==> src/core/spin_consts.vh <==
// Register map, field positions and link framing constants
`ifndef SPIN_CONSTS_VH
`define SPIN_CONSTS_VH
`define SPIN_OFF_CTRL       4'h0
`define SPIN_OFF_STATUS     4'h4
`define SPIN_OFF_WORDCNT    4'h8
`define SPIN_OFF_ERRCNT     4'hc
`define SPIN_CTRL_TXEN      0
`define SPIN_CTRL_USEREG    1
`define SPIN_CTRL_EDGE      2
`define SPIN_CTRL_CFG_LO    3
`define SPIN_CTRL_CFG_HI    4
`define SPIN_CTRL_SELFTEST  5
`define SPIN_CTRL_RESET     6'h01
`define SPIN_ST_OVERRUN     0
`define SPIN_ST_STACTIVE    1
`define SPIN_ST_STPASS      2
`define SPIN_CFG_FILT_OFF   2'h0
`define SPIN_CFG_FILT_ON    2'h1
`define SPIN_FILT_STABLE    2'h3
`define SPIN_WORD_BITS      27
`define SPIN_FRAME_LAST     5'h1d
`define SPIN_HALF_WORD      5'h0d
`define SPIN_LFSR_SEED      16'hace1
`define SPIN_ST_SEED        16'h5a5a
`define SPIN_ST_SETTLE      2'h3
`endif

==> src/core/spin_link_serializer.v <==
// Scrambler, DC-balance encoder and embedded-clock serializer
`timescale 1ns/100ps
`include "spin_consts.vh"
module spin_link_serializer (
  input  wire        sys_clk,
  input  wire        rst,
  input  wire        clkEn,
  input  wire        powerDown,
  input  wire        loadValid,
  input  wire [26:0] loadWord,
  input  wire        scrambleOn,
  output wire        loadReady,
  output reg         serOutP_r,
  output reg         serOutN_r
);
  localparam [1:0] ST_IDLE  = 2'b01;
  localparam [1:0] ST_SHIFT = 2'b10;

  reg  [1:0]  state_r;
  reg  [4:0]  bitCnt_r;
  reg  [29:0] frame_r;
  reg  [15:0] lfsr_r;
  reg  [7:0]  runDisp_r;
  reg         idleBit_r;
  reg  [26:0] scrWord;
  reg  [4:0]  ones;
  reg         invert;
  reg  [4:0]  onesEff;
  reg  [7:0]  disp_nxt;
  integer     i;

  wire [15:0] lfsr_nxt = {lfsr_r[14:0],
                          lfsr_r[15] ^ lfsr_r[13] ^ lfsr_r[12] ^ lfsr_r[10]};

  assign loadReady = (state_r == ST_IDLE) && !powerDown;

  always @* begin
    scrWord = scrambleOn ? (loadWord ^ {lfsr_r[10:0], lfsr_r}) : loadWord;
    ones = 5'h00;
    for (i = 0; i < `SPIN_WORD_BITS; i = i + 1) begin
      ones = ones + {4'h0, scrWord[i]};
    end
    // Invert when the word would push running disparity further away
    invert = (!runDisp_r[7] && (runDisp_r != 8'h00) &&
              (ones > `SPIN_HALF_WORD)) ||
             (runDisp_r[7] && !(ones > `SPIN_HALF_WORD));
    onesEff = invert ? (5'h1b - ones) : ones;
    disp_nxt = runDisp_r + {2'h0, onesEff, 1'b0} - 8'h1b +
               (invert ? 8'h01 : 8'hff);
  end

  always @(posedge sys_clk or posedge rst) begin
    if (rst) begin
      state_r   <= ST_IDLE;
      bitCnt_r  <= 5'h00;
      frame_r   <= 30'h00000000;
      lfsr_r    <= `SPIN_LFSR_SEED;
      runDisp_r <= 8'h00;
      idleBit_r <= 1'b0;
      serOutP_r <= 1'b1;
      serOutN_r <= 1'b1;
    end else if (clkEn) begin
      if (powerDown) begin
        state_r   <= ST_IDLE;
        lfsr_r    <= `SPIN_LFSR_SEED;
        runDisp_r <= 8'h00;
        serOutP_r <= 1'b1;
        serOutN_r <= 1'b1;
      end else begin
        case (state_r)
          ST_IDLE: begin
            // Idle clock pattern keeps the far end locked between words
            idleBit_r <= ~idleBit_r;
            serOutP_r <= idleBit_r;
            serOutN_r <= ~idleBit_r;
            if (loadValid) begin
              // Clock edge embedded as a 1 start and 0 stop bit
              frame_r   <= {1'b1, invert ? ~scrWord : scrWord, invert, 1'b0};
              lfsr_r    <= lfsr_nxt;
              runDisp_r <= disp_nxt;
              bitCnt_r  <= `SPIN_FRAME_LAST;
              state_r   <= ST_SHIFT;
            end
          end
          ST_SHIFT: begin
            serOutP_r <= frame_r[29];
            serOutN_r <= ~frame_r[29];
            frame_r   <= {frame_r[28:0], 1'b0};
            bitCnt_r  <= bitCnt_r - 5'h01;
            if (bitCnt_r == 5'h00) begin
              state_r <= ST_IDLE;
            end
          end
          default: begin
            state_r <= ST_IDLE;
          end
        endcase
      end
    end
  end
endmodule // spin_link_serializer

==> src/core/spin_parallel_input.v <==
// Parallel pixel input stage of the serializer with Avalon-MM registers
//
// Overview of operation
// - One 24-bit word plus three controls per clock
// - Filter on: data-enable and line sync pass only pulses of three or more clocks
// - Filter off: forward control changes unrestricted
// - Capture on the edge that select designates
// - Serial stream with embedded clock, no clock line
// - Scramble (config 00/01 only) and DC-balance the outgoing words
// - At-speed self-test checks link and reports integrity
// - Select high rising edge, low falling edge
// - Config: 00 off, 01 filter, 10/11 compatibility
// - Power-down: serial outputs high, registers except ERRCNT back to reset
// - Self-test enable low normal, high test
`timescale 1ns/100ps
`include "spin_consts.vh"
module spin_parallel_input (
  input  wire        sys_clk,
  input  wire        rst,
  input  wire        clkEn,
  input  wire        parallelClockIn,
  input  wire [23:0] pixelWordIn,
  input  wire        dataValidCtrl,
  input  wire        lineSyncCtrl,
  input  wire        frameSyncCtrl,
  input  wire        strobeEdgeSelect,
  input  wire [1:0]  configSelect,
  input  wire        powerDownN,
  input  wire        selfTestEnable,
  input  wire        linkReturn,
  input  wire [3:0]  avs_address,
  input  wire        avs_read,
  input  wire        avs_write,
  input  wire [31:0] avs_writedata,
  input  wire [3:0]  avs_byteenable,
  output reg  [31:0] avs_readdata,
  output reg         avs_waitrequest,
  output wire        currentModeSerialP,
  output wire        currentModeSerialN,
  output reg         selfTestPass_r
);
  // Pin synchronisers; first stages are read only by second stages
  reg  [26:0] pinS1_r;
  reg  [26:0] pinS2_r;
  reg  [4:0]  cfgS1_r;
  reg  [4:0]  cfgS2_r;
  reg         pclkS1_r;
  reg         pclkS2_r;
  reg         pclkS3_r;
  reg         lnkS1_r;
  reg         lnkS2_r;

  reg  [5:0]  ctrl_r;
  reg         overrun_r;
  reg  [15:0] wordCnt_r;
  reg  [15:0] errCnt_r;
  reg  [26:0] capWord_r;
  reg         capValid_r;
  wire [1:0]  filtLevel;
  reg  [15:0] stLfsr_r;
  reg         stActive_r;
  reg  [1:0]  stSettle_r;
  reg         txD1_r;
  reg         txD2_r;
  reg  [31:0] rdData;

  wire        pinPowerDownN = cfgS2_r[0];
  wire        powerDown = ~pinPowerDownN;
  wire        useReg = ctrl_r[`SPIN_CTRL_USEREG];
  wire        edgeSel = useReg ? ctrl_r[`SPIN_CTRL_EDGE] : cfgS2_r[1];
  wire [1:0]  cfgSel = useReg ?
                       ctrl_r[`SPIN_CTRL_CFG_HI:`SPIN_CTRL_CFG_LO] :
                       cfgS2_r[3:2];
  wire        selfTest = useReg ? ctrl_r[`SPIN_CTRL_SELFTEST] :
                         cfgS2_r[4];
  wire        filterOn = (cfgSel == `SPIN_CFG_FILT_ON);
  // Older deserializer families expect an unscrambled stream
  wire        scrambleOn = ~cfgSel[1];
  wire        riseEdge = pclkS2_r & ~pclkS3_r;
  wire        fallEdge = ~pclkS2_r & pclkS3_r;
  wire        capEdge = edgeSel ? riseEdge : fallEdge;
  wire        txEnable = ctrl_r[`SPIN_CTRL_TXEN];
  wire        loadReady;
  wire        serLoad = loadReady && txEnable &&
                        (selfTest ? 1'b1 : capValid_r);
  wire [26:0] serWord = selfTest ? {stLfsr_r[10:0], stLfsr_r} :
                        capWord_r;
  wire [15:0] stLfsr_nxt = {stLfsr_r[14:0],
                            stLfsr_r[15] ^ stLfsr_r[13] ^
                            stLfsr_r[12] ^ stLfsr_r[10]};
  wire        busReq = avs_read | avs_write;
  wire        busTake = busReq & ~avs_waitrequest;
  wire        aligned = (avs_address[1:0] == 2'h0);
  wire        ctrlHit = aligned && (avs_address == `SPIN_OFF_CTRL);
  wire        statusHit = aligned && (avs_address == `SPIN_OFF_STATUS);
  wire        ovrClear = busTake && avs_write && statusHit &&
                         avs_byteenable[0] &&
                         avs_writedata[`SPIN_ST_OVERRUN];

  always @(posedge sys_clk or posedge rst) begin
    if (rst) begin
      pinS1_r  <= 27'h0000000;
      pinS2_r  <= 27'h0000000;
      cfgS1_r  <= 5'h00;
      cfgS2_r  <= 5'h00;
      pclkS1_r <= 1'b0;
      pclkS2_r <= 1'b0;
      pclkS3_r <= 1'b0;
      lnkS1_r  <= 1'b0;
      lnkS2_r  <= 1'b0;
    end else if (clkEn) begin
      pinS1_r  <= {frameSyncCtrl, lineSyncCtrl, dataValidCtrl,
                   pixelWordIn};
      pinS2_r  <= pinS1_r;
      cfgS1_r  <= {selfTestEnable, configSelect, strobeEdgeSelect,
                   powerDownN};
      cfgS2_r  <= cfgS1_r;
      pclkS1_r <= parallelClockIn;
      pclkS2_r <= pclkS1_r;
      pclkS3_r <= pclkS2_r;
      lnkS1_r  <= linkReturn;
      lnkS2_r  <= lnkS1_r;
    end
  end

  // Control filter for data-enable and line sync
  genvar g;
  generate
    for (g = 0; g < 2; g = g + 1) begin : gFilt
      // Per-channel state keeps one process per register
      reg  [1:0] cnt_r;
      reg        cand_r;
      reg        level_r;
      wire       sample = pinS2_r[24 + g];
      wire       same = (sample == cand_r);
      wire [1:0] cnt_nxt = !same ? 2'h1 :
                           (cnt_r == `SPIN_FILT_STABLE) ?
                           cnt_r : (cnt_r + 2'h1);
      assign filtLevel[g] = level_r;
      always @(posedge sys_clk or posedge rst) begin
        if (rst) begin
          cnt_r   <= 2'h0;
          cand_r  <= 1'b0;
          level_r <= 1'b0;
        end else if (clkEn) begin
          if (powerDown) begin
            cnt_r   <= 2'h0;
            cand_r  <= 1'b0;
            level_r <= 1'b0;
          end else if (capEdge) begin
            cand_r <= sample;
            cnt_r  <= cnt_nxt;
            if (!filterOn) begin
              level_r <= sample;
            end else if (cnt_nxt == `SPIN_FILT_STABLE) begin
              level_r <= sample;
            end
          end
        end
      end
    end
  endgenerate

  always @(posedge sys_clk or posedge rst) begin
    if (rst) begin
      ctrl_r     <= `SPIN_CTRL_RESET;
      overrun_r  <= 1'b0;
      wordCnt_r  <= 16'h0000;
      capWord_r  <= 27'h0000000;
      capValid_r <= 1'b0;
    end else if (clkEn) begin
      if (powerDown) begin
        ctrl_r     <= `SPIN_CTRL_RESET;
        overrun_r  <= 1'b0;
        wordCnt_r  <= 16'h0000;
        capValid_r <= 1'b0;
      end else begin
        if (busTake && avs_write && ctrlHit && avs_byteenable[0]) begin
          ctrl_r <= avs_writedata[5:0];
        end
        if (capEdge) begin
          // Filtered levels lag the raw pins by the filter latency
          capWord_r  <= {pinS2_r[26],
                         filterOn ? filtLevel : pinS2_r[25:24],
                         pinS2_r[23:0]};
          capValid_r <= 1'b1;
          wordCnt_r  <= wordCnt_r + 16'h0001;
        end else if (serLoad && !selfTest) begin
          capValid_r <= 1'b0;
        end
        // No buffering: a word not yet sent is overwritten
        if (capEdge && capValid_r && !(serLoad && !selfTest)) begin
          overrun_r <= 1'b1;
        end else if (ovrClear) begin
          overrun_r <= 1'b0;
        end
      end
    end
  end

  // Self-test pattern source and loopback checker
  always @(posedge sys_clk or posedge rst) begin
    if (rst) begin
      stLfsr_r       <= `SPIN_ST_SEED;
      stActive_r     <= 1'b0;
      stSettle_r     <= 2'h0;
      errCnt_r       <= 16'h0000;
      txD1_r         <= 1'b0;
      txD2_r         <= 1'b0;
      selfTestPass_r <= 1'b0;
    end else if (clkEn) begin
      txD1_r     <= currentModeSerialP;
      txD2_r     <= txD1_r;
      stActive_r <= selfTest & ~powerDown;
      if (!selfTest || powerDown) begin
        stSettle_r     <= 2'h0;
        selfTestPass_r <= 1'b0;
        stLfsr_r       <= `SPIN_ST_SEED;
      end else begin
        if (!stActive_r) begin
          errCnt_r <= 16'h0000;
        end else if (stSettle_r != `SPIN_ST_SETTLE) begin
          stSettle_r <= stSettle_r + 2'h1;
        end else if ((lnkS2_r != txD2_r) && (errCnt_r != 16'hffff)) begin
          errCnt_r <= errCnt_r + 16'h0001;
        end
        if (serLoad) begin
          stLfsr_r <= stLfsr_nxt;
        end
        selfTestPass_r <= (stSettle_r == `SPIN_ST_SETTLE) &&
                          (errCnt_r == 16'h0000);
      end
    end
  end

  always @* begin
    rdData = 32'h00000000;
    if (aligned) begin
      case (avs_address)
        `SPIN_OFF_CTRL:    rdData = {26'h0000000, ctrl_r};
        `SPIN_OFF_STATUS:  rdData = {29'h00000000, selfTestPass_r,
                                     stActive_r, overrun_r};
        `SPIN_OFF_WORDCNT: rdData = {16'h0000, wordCnt_r};
        `SPIN_OFF_ERRCNT:  rdData = {16'h0000, errCnt_r};
        default:           rdData = 32'h00000000;
      endcase
    end
  end

  // One wait cycle per access, then release for one cycle
  always @(posedge sys_clk or posedge rst) begin
    if (rst) begin
      avs_waitrequest <= 1'b1;
      avs_readdata    <= 32'h00000000;
    end else if (clkEn) begin
      if (busReq && avs_waitrequest) begin
        avs_waitrequest <= 1'b0;
        avs_readdata    <= avs_read ? rdData : 32'h00000000;
      end else begin
        avs_waitrequest <= 1'b1;
      end
    end
  end

  spin_link_serializer uSer (
    .sys_clk    (sys_clk),
    .rst        (rst),
    .clkEn      (clkEn),
    .powerDown  (powerDown),
    .loadValid  (serLoad),
    .loadWord   (serWord),
    .scrambleOn (scrambleOn),
    .loadReady  (loadReady),
    .serOutP_r  (currentModeSerialP),
    .serOutN_r  (currentModeSerialN)
  );
endmodule // spin_parallel_input

==> config.mk <==
export PLATFORM = sky130hd
export DESIGN_NAME = spin_parallel_input
export DESIGN_NICKNAME = d
export VERILOG_FILES = /design/src/core/spin_link_serializer.v /design/src/core/spin_parallel_input.v
export VERILOG_INCLUDE_DIRS = /design/src /design/src/core
export SDC_FILE = /design/constraint.sdc
export NUM_CORES = 1
export LEC_CHECK = 0
export BUFFER_PORTS_ARGS = -buffer_cell sky130_fd_sc_hd__buf_2
export CORE_MARGIN = 4
export CORE_UTILIZATION = 65
export CTS_BUF_LIST = sky130_fd_sc_hd__clkbuf_16
export DETAILED_ROUTE_END_ITERATION = 10
export PLACE_DENSITY = 0.83
export SLEW_MARGIN = 20
export SYNTH_ARGS = -nofsm -noshare
export SYNTH_HDL_FRONTEND = slang
export SYNTH_SLANG_ARGS = --single-unit
==> constraint.sdc <==
create_clock -name sys_clk -period 15 [get_ports sys_clk]
set_input_delay 3 -clock sys_clk [delete_from_list [all_inputs] [get_ports sys_clk]]
set_output_delay 3 -clock sys_clk [all_outputs]
set_load 0.01 [all_outputs]
### After elaboration in Yosys (flattened, before gate mapping)

Index checks and enable logic that the tools add are counted.

| storage, ports and cells | value |
|---|---|
| logic and storage cells | 247 |
| input bits | 79 |
| output and inout port bits | 36 |
| bits in registers | 263 |

| operators by class | value |
|---|---|
| bitwise operators | 20 |
| reduce and logical (&&, ||, !) cells | 51 |
| equality and inequality tests | 30 |
| muxes and demuxes | 72 |
| add/subtract/negate cells | 36 |
| magnitude comparators | 1 |

Operators by type and width:

| cell | count |
|---|---|
| two-way mux 16 bit | 11 |
| adder 5 x 1 -> 5 bit | 25 |
| two-way mux 27 bit | 3 |
| case mux 16 bit (4 select lines) | 1 |
| case mux 30 bit (2 select lines) | 1 |
| adder 16 x 1 -> 16 bit (second input constant) | 2 |
| two-way mux 2 bit | 16 |
| two-way mux 32 bit | 1 |
| two-way mux 8 bit | 4 |
| two-way mux 30 bit | 1 |
| inverter 27 bit | 1 |
| XOR 27 bit | 1 |
| two-way mux 1 bit | 26 |
| AND reduction 3 bit | 7 |
| logical AND 1 bit | 20 |
| zero test 16 bit | 1 |
| inequality test 16 bit (second input constant) | 1 |
| AND reduction 2 bit | 7 |
| == test 2 bit (second input constant) | 6 |
| two-way mux 6 bit | 2 |
| two-way mux 5 bit | 2 |
| inequality test 2 x 1 -> 1 bit (second input constant) | 5 |
| case mux 5 bit (2 select lines) | 1 |
| inequality test 3 x 1 -> 1 bit (second input constant) | 3 |
| other kinds (30) | 62 |

### Depth between registers and ports, before layout

| depth | value |
|---|---|
| depth after elaboration | 41 |
| mapped depth | 41 |
| mapped depth without buffers | 37 |

### Cells and area by module

A second synthesis with hierarchy kept.

| unflattened totals | value |
|---|---|
| cell total of the unflattened synthesis | 1344 |
| area, all modules | 13166.4 um^2 |

By module, submodules not included:

| module | sequential area each (um^2) | times used | area an instance (um^2) | cells an instance |
|---|---|---|---|---|
| spin_parallel_input | 4591.9 | 1 | 8433.1 | 832 |
| spin_link_serializer | 1565.3 | 1 | 4733.3 | 512 |

### Worst setup path after synthesis

Ideal clock, no wire load.

| timing | value |
|---|---|
| path kind | reg2reg |
| start point | register ctrl_r[1] |
| end point | register uSer.runDisp_r[7] |
| period minus slack after synthesis | 8905 ps |
| setup slack | 6095 ps |
| stages on the path, launching flop included | 39 |
| path buffers | 3 |
| data required time | 14879 ps |
| data arrival time | 8784 ps |
| setup time | 121 ps |
| cells stage by stage | dfrtp_1 -> buf_6 -> mux2i_1 -> buf_6 -> buf_6 -> mux2i_1 -> xor2_1 -> ha_1 -> inv_1 -> fa_1 -> inv_1 -> fa_1 -> fa_1 -> fa_1 -> inv_1 -> fa_1 -> fa_1 -> inv_1 -> [3 not listed] -> xnor2_2 -> ha_1 -> nor2b_1 -> o221a_2 -> and2_1 -> o21ai_2 -> a21oi_1 -> xnor2_1 -> ha_1 -> inv_1 -> fa_1 -> ha_1 -> nand2_1 -> o211ai_1 -> a21oi_1 -> xnor2_1 -> mux2i_1 -> a22o_1 |

| between the ends | value |
|---|---|
| longest elaborated chain between the ends | 41 |
| elaborated cells on any way between the ends | 49 |
| classes of those cells | add/sub (30); order compare (1); eq/ne (1); mux (10); bitwise (1); reduce/logical (6) |

RTL lines:

| element | line | source |
|---|---|---|
| from (decl) | spin_parallel_input.v:53 | `reg [5:0] ctrl_r;` |
| from (signal assigned) | spin_parallel_input.v:166 | `` ctrl_r <= `SPIN_CTRL_RESET; `` |
| from (signal assigned) | spin_parallel_input.v:173 | `` ctrl_r <= `SPIN_CTRL_RESET; `` |
| from (signal assigned) | spin_parallel_input.v:179 | `ctrl_r <= avs_writedata[5:0];` |
| two-way mux 1 bit | spin_parallel_input.v:74 | `` wire selfTest = useReg ? ctrl_r[`SPIN_CTRL_SELFTEST] : `` |
| two-way mux 27 bit | spin_parallel_input.v:86 | `wire [26:0] serWord = selfTest ? {stLfsr_r[10:0], stLfsr_r} :` |
| XOR 27 bit | spin_link_serializer.v:38 | `scrWord = scrambleOn ? (loadWord ^ {lfsr_r[10:0], lfsr_r}) : loadWord;` |
| two-way mux 27 bit | spin_link_serializer.v:38 |  |
| adder 1 x 1 -> 2 bit | spin_link_serializer.v:41 | `ones = ones + {4'h0, scrWord[i]};` |
| adder 5 x 1 -> 5 bit (25 in a row) | spin_link_serializer.v:41 |  |
| > comparator 5 x 4 -> 1 bit (no source line) | -- |  |
| zero test 1 bit | spin_link_serializer.v:46 | `` (runDisp_r[7] && !(ones > `SPIN_HALF_WORD)); `` |
| logical AND 1 bit | spin_link_serializer.v:46 |  |
| logical OR 1 bit | spin_link_serializer.v:44 | `invert = (!runDisp_r[7] && (runDisp_r != 8'h00) &&` |
| two-way mux 5 bit | spin_link_serializer.v:47 | `onesEff = invert ? (5'h1b - ones) : ones;` |
| adder 8 x 6 -> 8 bit | spin_link_serializer.v:48 | `disp_nxt = runDisp_r + {2'h0, onesEff, 1'b0} - 8'h1b +` |
| subtractor 8 x 5 -> 8 bit | spin_link_serializer.v:48 |  |
| adder 8 bit | spin_link_serializer.v:48 |  |
| two-way mux 8 bit | spin_link_serializer.v:76 | `if (loadValid) begin` |
| two-way mux 8 bit | spin_link_serializer.v:70 | `case (state_r)` |
| two-way mux 8 bit | spin_link_serializer.v:63 | `if (powerDown) begin` |
| to (signal assigned) | spin_link_serializer.v:80 | `runDisp_r <= disp_nxt;` |
| to (decl) | spin_link_serializer.v:23 | `reg [7:0] runDisp_r;` |

Parallel ways exist; a longest one is shown, timed or not. The select of a mux whose other input is x is not followed.
A chain may end at the register's enable or synchronous reset.

### Final worst setup path

Same ends and word-level chain as after synthesis.

==> impl_metrics.json <==
{
  "status": "finished clean",
  "fp.dieH_um": 150,
  "finalWirelength_um": 30400,
  "timing.fmax_mhz": 94.5,
  "endpoint_kind": "flop",
  "die_w_um": 150,
  "gp_congestion": 0.885,
  "grt_setup_unrepaired": "no",
  "cts_hold_buffers": 0,
  "syn_area_um2": 13200,
  "num_rows": 51,
  "worstSetupPathType": "reg -> reg",
  "synth_edf_count": 0,
  "cp.arrival_ns": 11.00,
  "die_area_um2": 22600,
  "finish.utilization": 0.735,
  "synth_cell_types": 70,
  "use_met1": 0.390,
  "worst_hold_path.num_cells": 2,
  "fin_tns_setup_ns": 0,
  "timing.max_cap.violations": 0,
  "numPortBuffers": 69,
  "slew_violations": 0,
  "skew_ns": 0.0117,
  "area_growth_pct": 9.85,
  "ys_warn_count": 0,
  "post-route-min-period_ns": 10.59,
  "grt_pass1_wl_um": 50200,
  "synth_top_area_share": 0.426,
  "ff_latch_area_um2": 6160,
  "min_period_over_period": 0.706,
  "nFillCells": 1373,
  "initial_core_util": 0.669,
  "cts_setup_buffers": 0,
  "cts_buffers": 25,
  "worst_setup_path_start_kind": "flop",
  "fin_ws_ns": 4.41,
  "synth-seq-cells": 245,
  "grt-busiest-layer": "met2",
  "vias": 10049,
  "grt_max_degree": 96,
  "r2r-start": "ctrl_r[1]$_DFFE_PP0P_",
  "finalSetupViolations": 0,
  "worst-r2r-cell-count": 35,
  "grt.overflow.total": 0,
  "worst_pin_slew_ns": 1.15,
  "viasPerCell": 6.23,
  "min_to": "capWord_r[1]$_DFFE_PP0P_",
  "final_net_count": 1462,
  "r2r_slack_ns": 4.41,
  "ant_nets": 0,
  "synthCells": 1294,
  "synth.avg_cell_area_um2": 10.2,
  "track_usage": 0.273,
  "drive_gt1_frac": 0.181,
  "crit_slowest_cell": "and3_1",
  "yosys.area.top_type": "dfrtp_1",
  "cts.sinks": 245,
  "wl_per_cell_um": 18.8,
  "synth-main-ff-cell": "dfrtp_1",
  "required_ns": 15.41,
  "insertion_delay_ns": 0.52,
  "seq_area_frac_synth": 0.468,
  "hpwl_um": 20100,
  "synth_area_leaders": "dfrtp_1 (43%), mux2_2 (6.1%), nand2_1 (4.8%)",
  "critPathMaxStageDelay_ns": 0.94,
  "cts_resized": 0,
  "path_max_fanout": 28,
  "hold_start": "pinS2_r[1]$_DFFE_PP0P_",
  "clockRootBuffer": "clkbuf_16",
  "relSlewSlack": 0.226,
  "coreArea_um2": 19700,
  "r2r-end": "uSer.runDisp_r[7]$_DFFE_PP0P_",
  "cts_tree": "built",
  "drt_iter0_drc": 887,
  "grt_pass1_vias": 9867,
  "antenna_cells": 0,
  "grtUsageMet3": 0.0509,
  "post-route-drc-count": 0,
  "multi_input_area_um2": 6430,
  "grt_util_met2": 0.435,
  "clk_path_buf_depth": 3,
  "hold_path_class": "reg -> reg",
  "cpMostUsedCell": "fa_1",
  "dp_slack_ns": 4.28,
  "io_pins": 115,
  "async_flop_share": 1.00,
  "clk_pin_slew_ns": 0.06,
  "first_pass_iters": 7,
  "antenna_found_initial": 1,
  "hold_violations": 0,
  "htree_levels": 1
}
-- cell type report --
| class | count | area share |
|---|---|---|
| clock buffers | 25 | 0.0433 |
| clock inverters | 20 | 0.0165 |
| inverters | 54 | 0.0146 |
| multi-input cells | 921 | 0.445 |
| flip-flops and latches | 245 | 0.426 |
| well taps | 265 | 0.0230 |
| repair buffers | 83 | 0.0316 |
-- synth_stat cells, drive strengths merged (5+ instances only) --
cell / instances
dfrtp: 224
nand2: 169
o21ai: 89
nand3: 83
mux2: 72
nor2: 55
a21oi: 54
inv: 53
buf: 52
and3: 47
mux2i: 40
xnor2: 39
clkbuf: 37
ha: 31
nor3: 31
a22o: 23
fa: 22
xor2: 22
dfstp: 21
a22oi: 18
o2111ai: 15
o22a: 15
nor4: 8
o31ai: 7
a211oi: 5
and2: 5
nand2b: 5
nand4: 5
o22ai: 5
-- kinds of logic (layout without fill, tap and decap cells) --
group,after synthesis,after routing,synth area share
AO/OA/AOI/OAI,260,260,0.134
XOR/XNOR,61,61,0.0412
adder cells (fa/ha/maj),53,53,0.0630
buffers and inverters,143,182,0.0506
flip-flops,245,245,0.468
multiplexers,112,112,0.0927
other,1,16,0.000285
AND/OR/NAND/NOR,419,419,0.150
-- registers in the layout (all words and copies together) (netlist names), 4 cells and up --
register and flops:
uSer.frame_r 29, capWord_r 27, pinS1_r 27, pinS2_r 27, avs_readdata 16, errCnt_r 16, stLfsr_r 16, uSer.lfsr_r 16
wordCnt_r 16, uSer.runDisp_r 7, ctrl_r 6, cfgS1_r 5, cfgS2_r 5, uSer.bitCnt_r 5, gFilt.cnt_r 4
-- critical path, delay by kind of cell (launching register included) --
family	cells	cell delay (ns)
adder cells (fa/ha/maj)	13	5.08
AND/OR/NAND/NOR	5	1.44
AO/OA/AOI/OAI	5	1.06
multiplexers	2	0.97
XOR/XNOR	4	0.86
flip-flops	1	0.62
buffers and inverters	6	0.44
-- layout by cell type, fill, tap and decap left out, types with 47 or more instances in the layout --
cell and instances:
nand3_1 81, o21ai_0 81, a21oi_1 52, inv_1 52, and3_1 47, dfrtp_1 224
nor2_1 51, buf_2 68, nand2_1 168, mux2_2 71
-- layer usage --
layer | wire [µm] | part of all wire
met3 | 2280 | 0.075
met5 | 0 | 0
met1 | 13000 | 0.43
met2 | 14400 | 0.47
met4 | 652 | 0.021
-- worst max path at each step --
| stage | from | end | slack (ns) | cells past startpoint |
|---|---|---|---|---|
| 2_1_floorplan | rst | avs_readdata[0]$_DFFE_PP0P_ | 5.30 | 1 |
| 3_3_place_gp | ctrl_r[1]$_DFFE_PP0P_ | uSer.runDisp_r[7]$_DFFE_PP0P_ | 4.39 | 35 |
| 3_5_place_dp | ctrl_r[1]$_DFFE_PP0P_ | uSer.runDisp_r[7]$_DFFE_PP0P_ | 4.28 | 35 |
| 4_1_cts | ctrl_r[1]$_DFFE_PP0P_ | uSer.runDisp_r[7]$_DFFE_PP0P_ | 4.22 | 35 |
| 5_1_grt | ctrl_r[1]$_DFFE_PP0P_ | uSer.runDisp_r[7]$_DFFE_PP0P_ | 3.94 | 35 |
| 6_report | ctrl_r[1]$_DFFE_PP0P_ | uSer.runDisp_r[7]$_DFFE_PP0P_ | 4.41 | 35 |
-- metrics by stage --
stage,area (µm²),hold slack (ns),cells
after global routing,14400,0.497,1613
after global placement,13600,0.448,1567
after floorplan,13200,0.435,1309
final,14400,0.468,1613
after detailed placement,13600,0.452,1567
after CTS,14400,0.470,1612
Power is left out: the tool's default activity adds up to more than one toggle a clock period on the data nets, which glitch-free logic cannot reach.
